File: src/core/occ_defines.svh
// Offsets, field positions, reset values and timing counts of the oscillator control block
`ifndef OCC_DEFINES_SVH
`define OCC_DEFINES_SVH
`define OCC_CTL_ADDR      12'h000
`define OCC_STAT_ADDR     12'h004
`define OCC_BIT_RCEN      0
`define OCC_BIT_RCSTB     1
`define OCC_BIT_RSVD2     2
`define OCC_BIT_ADJ_LO    3
`define OCC_BIT_CAL_LO    8
`define OCC_BIT_HXEN      16
`define OCC_BIT_HXSTB     17
`define OCC_BIT_BPS       18
`define OCC_BIT_FAST_CRYSTAL_MONITOR_ENABLE     19
`define OCC_BIT_PLL_MONITOR_ENABLE    20
`define OCC_BIT_SLOW_CRYSTAL_MONITOR_ENABLE    21
`define OCC_ADJ_RESET     5'h10
`define OCC_LCNT_MAX      5'h1f
`endif

File: src/core/occ_pkg.sv
// Types shared by the oscillator control block
package occ_pkg;
  typedef struct packed {
    logic       hx_stable;
    logic       rc_stable;
    logic       pll_on;
    logic       pll_unlock;
    logic       hx_stuck;
    logic       pll_stuck;
    logic       slow_crystal_oscillator_on;
    logic       internal_40khz_rc_oscillator_on;
  } occ_osc_s;
  typedef struct packed {
    logic       sys_is_hx;
    logic       sys_is_rc;
    logic       pll_src_hx;
    logic       enter_lp;
    logic       leave_lp;
  } occ_sys_s;
endpackage

File: src/core/occ_ctl.sv
// Oscillator control register with APB slave and hardware overrides
//
// Chosen here: the APB slave port and the register offsets.
`include "occ_defines.svh"
// What this block does
// RQ1: Detect slow crystal stuck or slowed
// RQ2: PLL monitor detects stuck PLL clock
// RQ3: PLL monitor set ignored when PLL off
// RQ4: Clear PLL monitor on low power, unlock
// RQ5: Stuck fast crystal switches system to RC
// RQ6: Failover ends by reset or flag clear
// RQ7: Crystal monitor keeps RC oscillator running
// RQ8: Bypass writable only when crystal disabled
// RQ9: Bypass passes input clock straight through
// RQ10: Crystal stable flag follows oscillator
// RQ11: Crystal enable uncleared while in use
// RQ12: Low power entry clears crystal enable
// RQ13: Factory calibration loaded at power on
// RQ14: Effective trim is adjust plus calibration
// RQ15: RC stable flag follows oscillator
// RQ16: RC enable uncleared while system clock
// RQ17: Hardware sets RC enable on events
// RQ18: Software keeps reserved bit two unchanged
// RQ19: Crystal failure sets flag, stops crystal
// RQ20: Slow monitor counter overflow means failure
// RQ21: Slow monitor set needs both clocks on
// RQ22: Oscillator status synchronised before use
module occ_ctl
  import occ_pkg::*;
(
  input  wire logic        clk,
  input  wire logic        rst_n,
  input  wire logic        psel,
  input  wire logic        penable,
  input  wire logic        pwrite,
  input  wire logic [11:0] paddr,
  input  wire logic [31:0] pwdata,
  output logic      [31:0] prdata,
  output logic             pready,
  output logic             pslverr,
  input  wire occ_osc_s    osc_async,
  input  wire occ_sys_s    sys_in,
  input  wire logic [7:0]  factory_trim,
  input  wire logic        loss_reset_enable,
  input  wire logic        tick_40k,
  input  wire logic        slow_crystal_oscillator_edge,
  input  wire logic        hx_clk_in,
  input  wire logic        hx_osc_out,
  output logic             hx_clk_out,
  output logic             fast_crystal_enable,
  output logic             rc_run,
  output logic [7:0]       rc_trim,
  output logic             force_sys_rc,
  output logic             hx_fail_event,
  output logic             hx_loss_reset,
  output logic             pll_fail,
  output logic             slow_fail
);
  // ------------------------------------------------------------
  // Status synchroniser
  // ------------------------------------------------------------
  occ_osc_s sync1_reg;
  occ_osc_s osc;
  always_ff @(posedge clk)
  begin
    if (!rst_n)
    begin
      sync1_reg <= '0;
      osc       <= '0;
    end
    else
    begin
      sync1_reg <= osc_async; // [RQ22]
      osc       <= sync1_reg;
    end
  end

  // ------------------------------------------------------------
  // Register state
  // ------------------------------------------------------------
  logic       rcen_reg;
  logic       hxen_reg;
  logic       bps_reg;
  logic       fast_crystal_monitor_enable_reg;
  logic       pll_monitor_enable_reg;
  logic       slow_crystal_monitor_enable_reg;
  logic       rsvd_reg;
  logic [4:0] adj_reg;
  logic [7:0] cal_reg;
  logic       cal_loaded_reg;
  logic       stuck_reg;
  logic       fail_d_reg;

  wire wr_en   = psel && penable && pwrite;
  wire hit_ctl = (paddr == `OCC_CTL_ADDR);
  wire hit_st  = (paddr == `OCC_STAT_ADDR);
  wire wr_ctl  = wr_en && hit_ctl;
  wire wr_st   = wr_en && hit_st;

  wire hx_fail    = fast_crystal_monitor_enable_reg && osc.hx_stuck;
  wire hx_fail_nr = hx_fail && !loss_reset_enable;
  wire hx_in_use  = sys_in.sys_is_hx || sys_in.pll_src_hx;

  // ------------------------------------------------------------
  // Next values
  // ------------------------------------------------------------
  wire w_rcen   = pwdata[`OCC_BIT_RCEN];
  wire w_hxen   = pwdata[`OCC_BIT_HXEN];
  wire w_pll_monitor_enable = pwdata[`OCC_BIT_PLL_MONITOR_ENABLE];
  wire w_slow_crystal_monitor_enable = pwdata[`OCC_BIT_SLOW_CRYSTAL_MONITOR_ENABLE];

  wire rcen_sw  = wr_ctl ? (w_rcen || sys_in.sys_is_rc || force_sys_rc) : rcen_reg; // [RQ16]
  wire rcen_next = rcen_sw || sys_in.leave_lp || hx_fail; // [RQ17]

  wire hxen_sw  = wr_ctl ? (w_hxen || hx_in_use) : hxen_reg; // [RQ11]
  wire hxen_next = hxen_sw && !sys_in.enter_lp && !hx_fail_nr; // [RQ12] [RQ19]

  wire bps_next = (wr_ctl && !hxen_reg) ? pwdata[`OCC_BIT_BPS] : bps_reg; // [RQ8]

  wire pll_monitor_enable_sw = wr_ctl ? (w_pll_monitor_enable && (osc.pll_on || pll_monitor_enable_reg)) : pll_monitor_enable_reg; // [RQ3]
  wire pll_monitor_enable_next = pll_monitor_enable_sw && !sys_in.enter_lp && !osc.pll_unlock; // [RQ4]

  wire lck_ok = osc.slow_crystal_oscillator_on && osc.internal_40khz_rc_oscillator_on;
  wire slow_crystal_monitor_enable_next = wr_ctl ? (w_slow_crystal_monitor_enable && (lck_ok || slow_crystal_monitor_enable_reg)) : slow_crystal_monitor_enable_reg; // [RQ21]

  // Failover flag: set wins over software clear
  wire stuck_next = hx_fail_nr || (stuck_reg && !(wr_st && pwdata[0])); // [RQ6]

  always_ff @(posedge clk)
  begin
    if (!rst_n)
    begin
      rcen_reg   <= 1'b1;
      hxen_reg   <= 1'b0;
      bps_reg    <= 1'b0;
      fast_crystal_monitor_enable_reg  <= 1'b0;
      pll_monitor_enable_reg <= 1'b0;
      slow_crystal_monitor_enable_reg <= 1'b0;
      rsvd_reg   <= 1'b0;
      adj_reg    <= `OCC_ADJ_RESET;
      stuck_reg  <= 1'b0;
      fail_d_reg <= 1'b0;
    end
    else
    begin
      rcen_reg   <= rcen_next;
      hxen_reg   <= hxen_next;
      bps_reg    <= bps_next;
      fast_crystal_monitor_enable_reg  <= wr_ctl ? pwdata[`OCC_BIT_FAST_CRYSTAL_MONITOR_ENABLE] : fast_crystal_monitor_enable_reg;
      pll_monitor_enable_reg <= pll_monitor_enable_next;
      slow_crystal_monitor_enable_reg <= slow_crystal_monitor_enable_next;
      rsvd_reg   <= wr_ctl ? pwdata[`OCC_BIT_RSVD2] : rsvd_reg; // [RQ18]
      adj_reg    <= wr_ctl ? pwdata[`OCC_BIT_ADJ_LO +: 5] : adj_reg;
      stuck_reg  <= stuck_next;
      fail_d_reg <= hx_fail;
    end
  end

  // Calibration captured at the first edge after reset release
  always_ff @(posedge clk)
  begin
    if (!rst_n)
      cal_loaded_reg <= 1'b0;
    else
      cal_loaded_reg <= 1'b1;
  end
  always_ff @(posedge clk)
  begin
    if (!cal_loaded_reg) cal_reg <= factory_trim; // [RQ13]
  end

  // ------------------------------------------------------------
  // Outputs
  // ------------------------------------------------------------
  assign rc_trim             = cal_reg + {3'h0, adj_reg}; // [RQ14]
  assign rc_run              = rcen_reg || fast_crystal_monitor_enable_reg; // [RQ7]
  assign hx_clk_out          = bps_reg ? hx_clk_in : hx_osc_out; // [RQ9]
  assign fast_crystal_enable = hxen_reg;
  assign force_sys_rc        = stuck_reg; // [RQ5]
  assign hx_fail_event       = hx_fail_nr && !fail_d_reg; // [RQ19]
  assign hx_loss_reset       = hx_fail && loss_reset_enable;
  assign pll_fail            = pll_monitor_enable_reg && osc.pll_stuck; // [RQ2]

  occ_slow_mon u_slow_mon
  (
    .clk        (clk),
    .rst_n      (rst_n),
    .enable     (slow_crystal_monitor_enable_reg),
    .tick_40k   (tick_40k),
    .slow_crystal_oscillator_edge (slow_crystal_oscillator_edge),
    .fail       (slow_fail)
  );

  // ------------------------------------------------------------
  // APB read path
  // ------------------------------------------------------------
  wire [31:0] ctl_word = {10'h000, slow_crystal_monitor_enable_reg, pll_monitor_enable_reg, fast_crystal_monitor_enable_reg, bps_reg,
                          osc.hx_stable, hxen_reg, cal_reg, adj_reg, rsvd_reg,
                          osc.rc_stable, rcen_reg}; // [RQ10] [RQ15]
  wire [31:0] st_word  = {31'h00000000, stuck_reg};
  assign pready  = 1'b1;
  assign pslverr = psel && penable && !hit_ctl && !hit_st;
  always_ff @(posedge clk)
  begin
    if (!rst_n)
      prdata <= 32'h00000000;
    else if (psel && !penable && !pwrite)
      prdata <= hit_ctl ? ctl_word : (hit_st ? st_word : 32'h00000000);
  end

  // ------------------------------------------------------------
  // Checks
  // ------------------------------------------------------------
  a_pll_monitor_enable_off_pll: assert property (@(posedge clk) disable iff (!rst_n)
    (!pll_monitor_enable_reg && !osc.pll_on) |=> !pll_monitor_enable_reg) else $error("pll monitor set with pll off"); // [RQ3]
  a_pll_monitor_enable_lp_clr: assert property (@(posedge clk) disable iff (!rst_n)
    (sys_in.enter_lp || osc.pll_unlock) |=> !pll_monitor_enable_reg) else $error("pll monitor kept"); // [RQ4]
  a_hxen_lp_clr: assert property (@(posedge clk) disable iff (!rst_n)
    sys_in.enter_lp |=> !hxen_reg) else $error("crystal enable kept in low power"); // [RQ12]
  a_bps_locked: assert property (@(posedge clk) disable iff (!rst_n)
    hxen_reg |=> $stable(bps_reg)) else $error("bypass changed while enabled"); // [RQ8]
  a_rcen_held: assert property (@(posedge clk) disable iff (!rst_n)
    (rcen_reg && sys_in.sys_is_rc) |=> rcen_reg) else $error("rc enable cleared"); // [RQ16]
  a_rc_set_hw: assert property (@(posedge clk) disable iff (!rst_n)
    (sys_in.leave_lp || hx_fail) |=> rcen_reg) else $error("rc enable not set"); // [RQ17]
  a_fail_stops_hx: assert property (@(posedge clk) disable iff (!rst_n)
    hx_fail_nr |=> (stuck_reg && !hxen_reg && force_sys_rc)) else $error("failover missing"); // [RQ19]
  a_hxen_in_use: assert property (@(posedge clk) disable iff (!rst_n)
    (hxen_reg && hx_in_use && !sys_in.enter_lp && !hx_fail_nr) |=> hxen_reg)
    else $error("crystal enable cleared in use"); // [RQ11]
  a_stuck_holds: assert property (@(posedge clk) disable iff (!rst_n)
    (stuck_reg && !wr_st) |=> stuck_reg) else $error("failover ended early"); // [RQ6]
  a_sync_delay: assert property (@(posedge clk) disable iff (!rst_n)
    ##2 osc.hx_stable == $past(osc_async.hx_stable, 2)) else $error("sync depth wrong"); // [RQ22]

  // ------------------------------------------------------------
  // Checks: outputs, flags and gated writes
  // ------------------------------------------------------------
  a_pll_fail_seen: assert property (@(posedge clk) disable iff (!rst_n) // [RQ2]
    (pll_monitor_enable_reg && osc.pll_stuck) |-> pll_fail)
    else $error("pll stuck not reported");
  a_pll_fail_gated: assert property (@(posedge clk) disable iff (!rst_n) // [RQ2]
    !pll_monitor_enable_reg |-> !pll_fail)
    else $error("pll fail without monitor");
  a_pll_monitor_enable_set: assert property (@(posedge clk) disable iff (!rst_n) // [RQ3]
    (wr_ctl && w_pll_monitor_enable && osc.pll_on && !sys_in.enter_lp && !osc.pll_unlock) |=> pll_monitor_enable_reg)
    else $error("pll monitor set lost");
  a_failover_cause: assert property (@(posedge clk) disable iff (!rst_n) // [RQ5]
    $rose(force_sys_rc) |-> $past(hx_fail_nr))
    else $error("failover without crystal failure");
  a_stuck_clear: assert property (@(posedge clk) disable iff (!rst_n) // [RQ6]
    (wr_st && pwdata[0] && !hx_fail_nr) |=> !stuck_reg)
    else $error("stuck flag not cleared");
  a_rc_kept_on: assert property (@(posedge clk) disable iff (!rst_n) // [RQ7]
    fast_crystal_monitor_enable_reg |-> rc_run)
    else $error("rc stopped under crystal monitor");
  a_bps_write: assert property (@(posedge clk) disable iff (!rst_n) // [RQ8]
    (wr_ctl && !hxen_reg && pwdata[`OCC_BIT_BPS]) |=> bps_reg)
    else $error("bypass write lost");
  a_bypass_path: assert property (@(posedge clk) disable iff (!rst_n) // [RQ9]
    bps_reg |-> (hx_clk_out == hx_clk_in))
    else $error("bypass path wrong");
  a_osc_path: assert property (@(posedge clk) disable iff (!rst_n) // [RQ9]
    !bps_reg |-> (hx_clk_out == hx_osc_out))
    else $error("oscillator path wrong");
  a_hx_flag_sync: assert property (@(posedge clk) disable iff (!rst_n) // [RQ10]
    ##2 (ctl_word[`OCC_BIT_HXSTB] == $past(osc_async.hx_stable, 2)))
    else $error("crystal stable flag wrong");
  a_cal_frozen: assert property (@(posedge clk) disable iff (!rst_n) // [RQ13]
    cal_loaded_reg |=> $stable(cal_reg))
    else $error("calibration changed after load");
  a_trim_follows: assert property (@(posedge clk) disable iff (!rst_n) // [RQ14]
    ($changed(adj_reg) && $stable(cal_reg)) |-> $changed(rc_trim))
    else $error("trim ignores adjust");
  a_rc_flag_sync: assert property (@(posedge clk) disable iff (!rst_n) // [RQ15]
    ##2 (ctl_word[`OCC_BIT_RCSTB] == $past(osc_async.rc_stable, 2)))
    else $error("rc stable flag wrong");
  a_rc_forced_held: assert property (@(posedge clk) disable iff (!rst_n) // [RQ16]
    (rcen_reg && force_sys_rc) |=> rcen_reg)
    else $error("rc enable cleared during failover");
  a_event_once: assert property (@(posedge clk) disable iff (!rst_n) // [RQ19]
    hx_fail_event |=> !hx_fail_event)
    else $error("failure event longer than one cycle");
  a_event_cause: assert property (@(posedge clk) disable iff (!rst_n) // [RQ19]
    hx_fail_event |-> (fast_crystal_monitor_enable_reg && !loss_reset_enable))
    else $error("failure event without cause");
  a_slow_needs_en: assert property (@(posedge clk) disable iff (!rst_n) // [RQ1]
    slow_fail |-> $past(slow_crystal_monitor_enable_reg))
    else $error("slow failure without monitor");
  a_slow_crystal_monitor_enable_gate: assert property (@(posedge clk) disable iff (!rst_n) // [RQ21]
    (!slow_crystal_monitor_enable_reg && !(osc.slow_crystal_oscillator_on && osc.internal_40khz_rc_oscillator_on)) |=> !slow_crystal_monitor_enable_reg)
    else $error("slow monitor set with clocks off");
  a_osc_sync_all: assert property (@(posedge clk) disable iff (!rst_n) // [RQ22]
    ##2 (osc == $past(osc_async, 2)))
    else $error("status sync depth wrong");

  // ------------------------------------------------------------
  // Coverage
  // ------------------------------------------------------------
  c_failover: cover property (@(posedge clk) disable iff (!rst_n) hx_fail_nr ##1 stuck_reg);
  c_flag_clear: cover property (@(posedge clk) disable iff (!rst_n) stuck_reg ##1 !stuck_reg);
  c_slow_fail: cover property (@(posedge clk) disable iff (!rst_n) $rose(slow_fail));
  c_bypass_on: cover property (@(posedge clk) disable iff (!rst_n) $rose(bps_reg));
  c_loss_reset: cover property (@(posedge clk) disable iff (!rst_n) $rose(hx_loss_reset));
endmodule

File: src/core/occ_slow_mon.sv
// Slow crystal monitor: counter on 40 kHz enable, cleared by slow crystal edges
`include "occ_defines.svh"
module occ_slow_mon
  import occ_pkg::*;
(
  input  wire logic clk,
  input  wire logic rst_n,
  input  wire logic enable,
  input  wire logic tick_40k,
  input  wire logic slow_crystal_oscillator_edge,
  output logic      fail
);
  logic [4:0] cnt_reg;
  logic [4:0] cnt_next;
  wire        at_max = (cnt_reg == `OCC_LCNT_MAX);
  // 5-bit counter saturating at 31; slow or stuck crystal lets it overflow [RQ20] [RQ1]
  assign cnt_next = (!enable || slow_crystal_oscillator_edge) ? 5'h00 :
                    (tick_40k && !at_max) ? cnt_reg + 5'h01 : cnt_reg;
  always_ff @(posedge clk)
  begin
    if (!rst_n) cnt_reg <= 5'h00;
    else        cnt_reg <= cnt_next;
  end
  always_ff @(posedge clk)
  begin
    if (!rst_n) fail <= 1'b0;
    else        fail <= enable && at_max;
  end
  a_overflow_fail: assert property (@(posedge clk) disable iff (!rst_n)
    (enable && at_max && !slow_crystal_oscillator_edge) |=> fail) else $error("overflow not flagged"); // [RQ20]
endmodule
File: config.mk
export PLATFORM = sky130hd
export DESIGN_NAME = occ_ctl
export DESIGN_NICKNAME = d
export VERILOG_FILES = /design/src/core/occ_pkg.sv /design/src/core/occ_ctl.sv /design/src/core/occ_slow_mon.sv
export VERILOG_INCLUDE_DIRS = /design/src /design/src/core
export SDC_FILE = /design/constraint.sdc
export NUM_CORES = 1
export LEC_CHECK = 0
export BUFFER_PORTS_ARGS = -buffer_cell sky130_fd_sc_hd__clkbuf_2
export CAP_MARGIN = 30
export CORE_MARGIN = 2
export CORE_UTILIZATION = 46
export CTS_CLUSTER_SIZE = 25
export DETAILED_ROUTE_END_ITERATION = 6
export GPL_TIMING_DRIVEN = 0
export PLACE_DENSITY = 0.82
export SETUP_SLACK_MARGIN = 0.02
export SLEW_MARGIN = 5
export SYNTH_ARGS = -nofsm -noshare
export SYNTH_HDL_FRONTEND = slang
export SYNTH_SLANG_ARGS = --single-unit
File: constraint.sdc
create_clock -name clk -period 1.9 [get_ports clk]
set_input_delay 0.19 -clock clk [delete_from_list [all_inputs] [get_ports clk]]
set_output_delay 0.19 -clock clk [all_outputs]
set_load 0.02 [all_outputs]
After elaboration in Yosys (flattened, before gate mapping). Index checks and enable logic that the tools add are counted.

Input bits: 75. Register bits after elaboration: 77.

Equality and inequality tests: 2. Reductions and logical operators: 51. Mux-type cells: 7. Add/sub/neg operators: 2. Bitwise operators: 1.

Operators with widths (number): $logic_and A1 B1 Y1 (25); $mux W22 (1); $logic_not A1 Y1 (13); $eq A12 B3 Y1 const B (1); $logic_not A12 Y1 (1); $logic_or A1 B1 Y1 (11); $add A8 B5 Y8 (1); $mux W1 (6); $add A5 B1 Y5 const B (1); $eq A5 B5 Y1 const B (1); $reduce_or A2 Y1 (1); $not A1 Y1 (1).

Longest topological paths before layout.
Depth in word-level cells: 7. Depth in mapped cells: 8. Mapped depth without buffers: 7.

Cells and area by module. Synthesis repeated with hierarchy kept, for this count alone.

Cells, all modules: 248. Area total of the unflattened synthesis: 2713.9 µm².

Modules (own cells, without submodules): occ_ctl (instances 1, cells an instance 220, area an instance 2447.3 µm², seq. area each 1301.2 µm²); occ_slow_mon (instances 1, cells an instance 28, area an instance 266.5 µm², seq. area each 120.1 µm²).

Least setup slack after synthesis. OpenSTA, ideal clock, no wires.

Path kind: reg2out. From: register cal_reg[1]. To: output rc_trim[7]. Buffers on the path: 0. Setup slack: -0.168 ns. Arrival time: 1.878 ns. Stages on the path, launching flop included: 5. Path through: edfxtp_1 -> ha_1 -> a21oi_1 -> o21ai_0 -> o311ai_0.

Longest elaborated chain between the ends: 1.

RTL lines: from (decl) (RTL line occ_ctl.sv:89) `logic [7:0] cal_reg;`; from (signal assigned) (RTL line occ_ctl.sv:169) `if (!cal_loaded_reg) cal_reg <= factory_trim;`; $add A8 B5 Y8 (RTL line occ_ctl.sv:175) `assign rc_trim = cal_reg + {3'h0, adj_reg};`; to (decl) (RTL line occ_ctl.sv:52) `output logic [7:0] rc_trim,`.

No other way between the ends.

Final worst setup path.
From: register cal_reg[0]. To: output rc_trim[6].

The elaborated chain is that of the path after synthesis.

==> impl_metrics.json <==
{
  "rr_worst_depth": 8,
  "dr_total_vias": 2211,
  "final_common_cell": "clkbuf_2",
  "areaGrowthSynthToFinish_pct": 37.2,
  "final_cell_mix": "clkbuf_2, dfxtp_1, buf_4",
  "worst_hold_path_type": "in -> reg",
  "violations": "setup timing",
  "cp-endpoint": "rc_trim[6]",
  "final_hold_viol_count": 0,
  "drc": 0,
  "ys.flop_type": "dfxtp_1",
  "wire_per_inst_um": 14.1,
  "finalPower_uw": 2850,
  "grt_first_pass_wirelength_um": 9150,
  "portBuffers": 93,
  "cellLeakagePower_uw": 0.00172,
  "setup_viol": 5,
  "ys_top_cells_by_area": "dfxtp_1, edfxtp_1, a22o_1, and2_1, mux2i_1",
  "num_antenna_cells": 0,
  "clk_path_buf_depth": 2,
  "synth-seq-area-share_pct": 52.9,
  "grt_max_degree": 12,
  "crit_type": "reg -> out",
  "startpoint": "cal_reg[0]$_DFFE_PN_",
  "clockRootBuffer": "clkbuf_8",
  "worstReg2RegStart": "u_slow_mon.cnt_reg[0]$_SDFFE_PP0P_",
  "drv_cap": 0,
  "ys.warnings.count": 0,
  "power_density_nw_per_um2": 773,
  "final_max_slew_viol_count": 0,
  "die_w_um": 80.4,
  "ant_nets": 0,
  "finClkSkew_ns": 0.00459,
  "wl_um": 6340,
  "required_ns": 1.71,
  "fin_ws_ns": -0.245,
  "hpwl_um": 4400,
  "synth_edf_count": 8,
  "final_layout_size_suffix_gt1_share_pct": 42.0,
  "grt_pass1_vias": 1992,
  "cts_tree": "built",
  "routed_via_density": 4.94,
  "cp-end-kind": "output port",
  "fmax_ghz": 0.466,
  "finalInstanceArea_um2": 3680,
  "grt_setup_unrepaired": "yes",
  "first_iter_violations": 83,
  "die_y_um": 80.4,
  "synth_largest_area_cell": "dfxtp_1",
  "h-tree-depth": 3,
  "post-route-period-util_pct": 113,
  "path_max_fanout": 2,
  "status": "finished with violations",
  "nets": 454,
  "clkLatencyLatePin_ns": 0.33,
  "async_flop_share_pct": 0,
  "crit_family": "adder cells",
  "ys_ff_latch": 67,
  "reg2reg_slack_ns": 0.18,
  "die-area_um2": 6460,
  "stdcell_count": 448,
  "start_util_pct": 48.2,
  "irDropWorstVdd_mv": 0.600,
  "syn_inst": 248,
  "gp_congestion": 0.793,
  "hold-path-cell-count": 1,
  "tightest_slew_ns": 0.570,
  "syn-cell-area_um2": 2690,
  "synth_top_area_share_pct": 44.0,
  "cpPeakStageDelay_ns": 0.41,
  "cp.depth": 8,
  "grt_usage_pct": 19.0,
  "fin_crit_ns": 2.15,
  "worst_setup_path_start_kind": "flip-flop",
  "rows": 27,
  "dr.pass1.iters": 4,
  "largest_register_ffs": 22,
  "cts_sinks": 67,
  "relSlewSlack_pct": 62.0,
  "pin_count": 125,
  "synth_area_per_cell_um2": 10.8,
  "core_um2": 5570,
  "cts_buffers": 9,
  "place_area_um2": 3270,
  "path_cells": "ha_4 -> inv_2 -> fa_2 -> nor2b_2 -> o21ai_2 -> a21oi_2 -> xor2_1 -> buf_4",
  "grt_overflow": 0,
  "dpl.cell_count": 422,
  "critPathBufInv": 2,
  "arrival_ns": 1.96,
  "cp_slowest_cell": "edfxtp_1",
  "r2r_end": "u_slow_mon.cnt_reg[3]$_SDFFE_PP0P_",
  "clk_pin_slew_ns": 0.07,
  "synth_cell_types": 45,
  "fin_util_pct": 66.1,
  "antenna_found_initial": 0
}
area by class of cell:
class | count | area [µm²]
Multi-Input combinational cell | 160 | 1250
Clock buffer | 11 | 131
Tap cell | 72 | 90.1
Inverter | 10 | 37.5
Buffer | 20 | 136
Sequential cell | 67 | 1420
Fill cell | 485 | 1890
Clock inverter | 5 | 53.8
Timing Repair Buffer | 103 | 561
routing by layer:
metal / vias to the layer above / wire length (µm) / share of wire (%) / GRT usage, %
met5: - / 0 / 0 / 0
li1: 1095 / - / - / -
met3: 8 / 364 / 5.7 / 6.97
met1: 1037 / 2530 / 40 / 21.3
met2: 71 / 3350 / 53 / 33.7
met4: 0 / 88 / 1.4 / 5.25
repair_timing:
item,CTS,global route
pin swaps,12,8
gates resized for setup,16,23
endpoints found under the setup margin,5,7
hold buffers,1,0
endpoints found under the hold margin,1,0
setup buffers,2,7
worst min path at each step:
stage	slack (ns)	startpoint	to
finish	0.03	factory_trim[2]	cal_reg[2]$_DFFE_PN_
global route	0.005	factory_trim[7]	cal_reg[7]$_DFFE_PN_
CTS	0.02	factory_trim[4]	cal_reg[4]$_DFFE_PN_
detailed placement	0.31	rst_n	cal_loaded_reg$_DFF_P_
global placement	0.31	rst_n	cal_loaded_reg$_DFF_P_
floorplan	0.22	rst_n	cal_loaded_reg$_DFF_P_
stage by stage:
step,setup WS [ns],hold WS [ns],setup TNS (ns)
floorplan,0.0616,0.218,0
global placement,-0.00934,0.309,-0.00934
detailed placement,-0.0205,0.309,-0.0205
CTS,-0.302,0.0168,-0.881
global route,-0.357,0.00520,-1.50
finish,-0.245,0.0323,-0.927
power by group:
part | internal (µW) | leakage [µW] | switching (µW) | total (µW)
clock network | 600 | 0.0000870 | 515 | 1110
logic | 126 | 0.00108 | 133 | 259
registers | 1460 | 0.000558 | 15.5 | 1470
kinds of logic (layout without fill, tap and decap cells):
group	after synthesis	after routing	share of synthesized area [%]
AOI/OAI and AO/OA	38	38	11.1
xor gates and xnor gates	7	7	2.28
adders and majority gates	8	8	4.01
buffers and inverters	30	149	6.48
DFF	67	67	52.9
muxes	12	12	4.57
other	2	11	0.280
and+or+nand+nor	84	84	18.3
cell usage after synthesis (2+ instances only):
cell type and number:
edfxtp_1 8, o21ai_0 3, a22o_1 20, buf_4 12, and3_1 4, o221a_2 2
a21oi_1 6, inv_1 9, ha_1 7, nor4_1 3, mux2_2 2, xor2_1 3
nor3b_1 2, nor2b_1 3, nor4_4 2, mux2i_1 10, xnor2_1 4, and2_1 18
clkbuf_1 5, nand2_1 15, buf_6 2, conb_1 2, nor3_1 3, dfxtp_1 59
nand4b_1 2, o211ai_1 2, nor2_1 21, nand2b_1 2
Note: power is estimated with default switching activity, not from simulation.
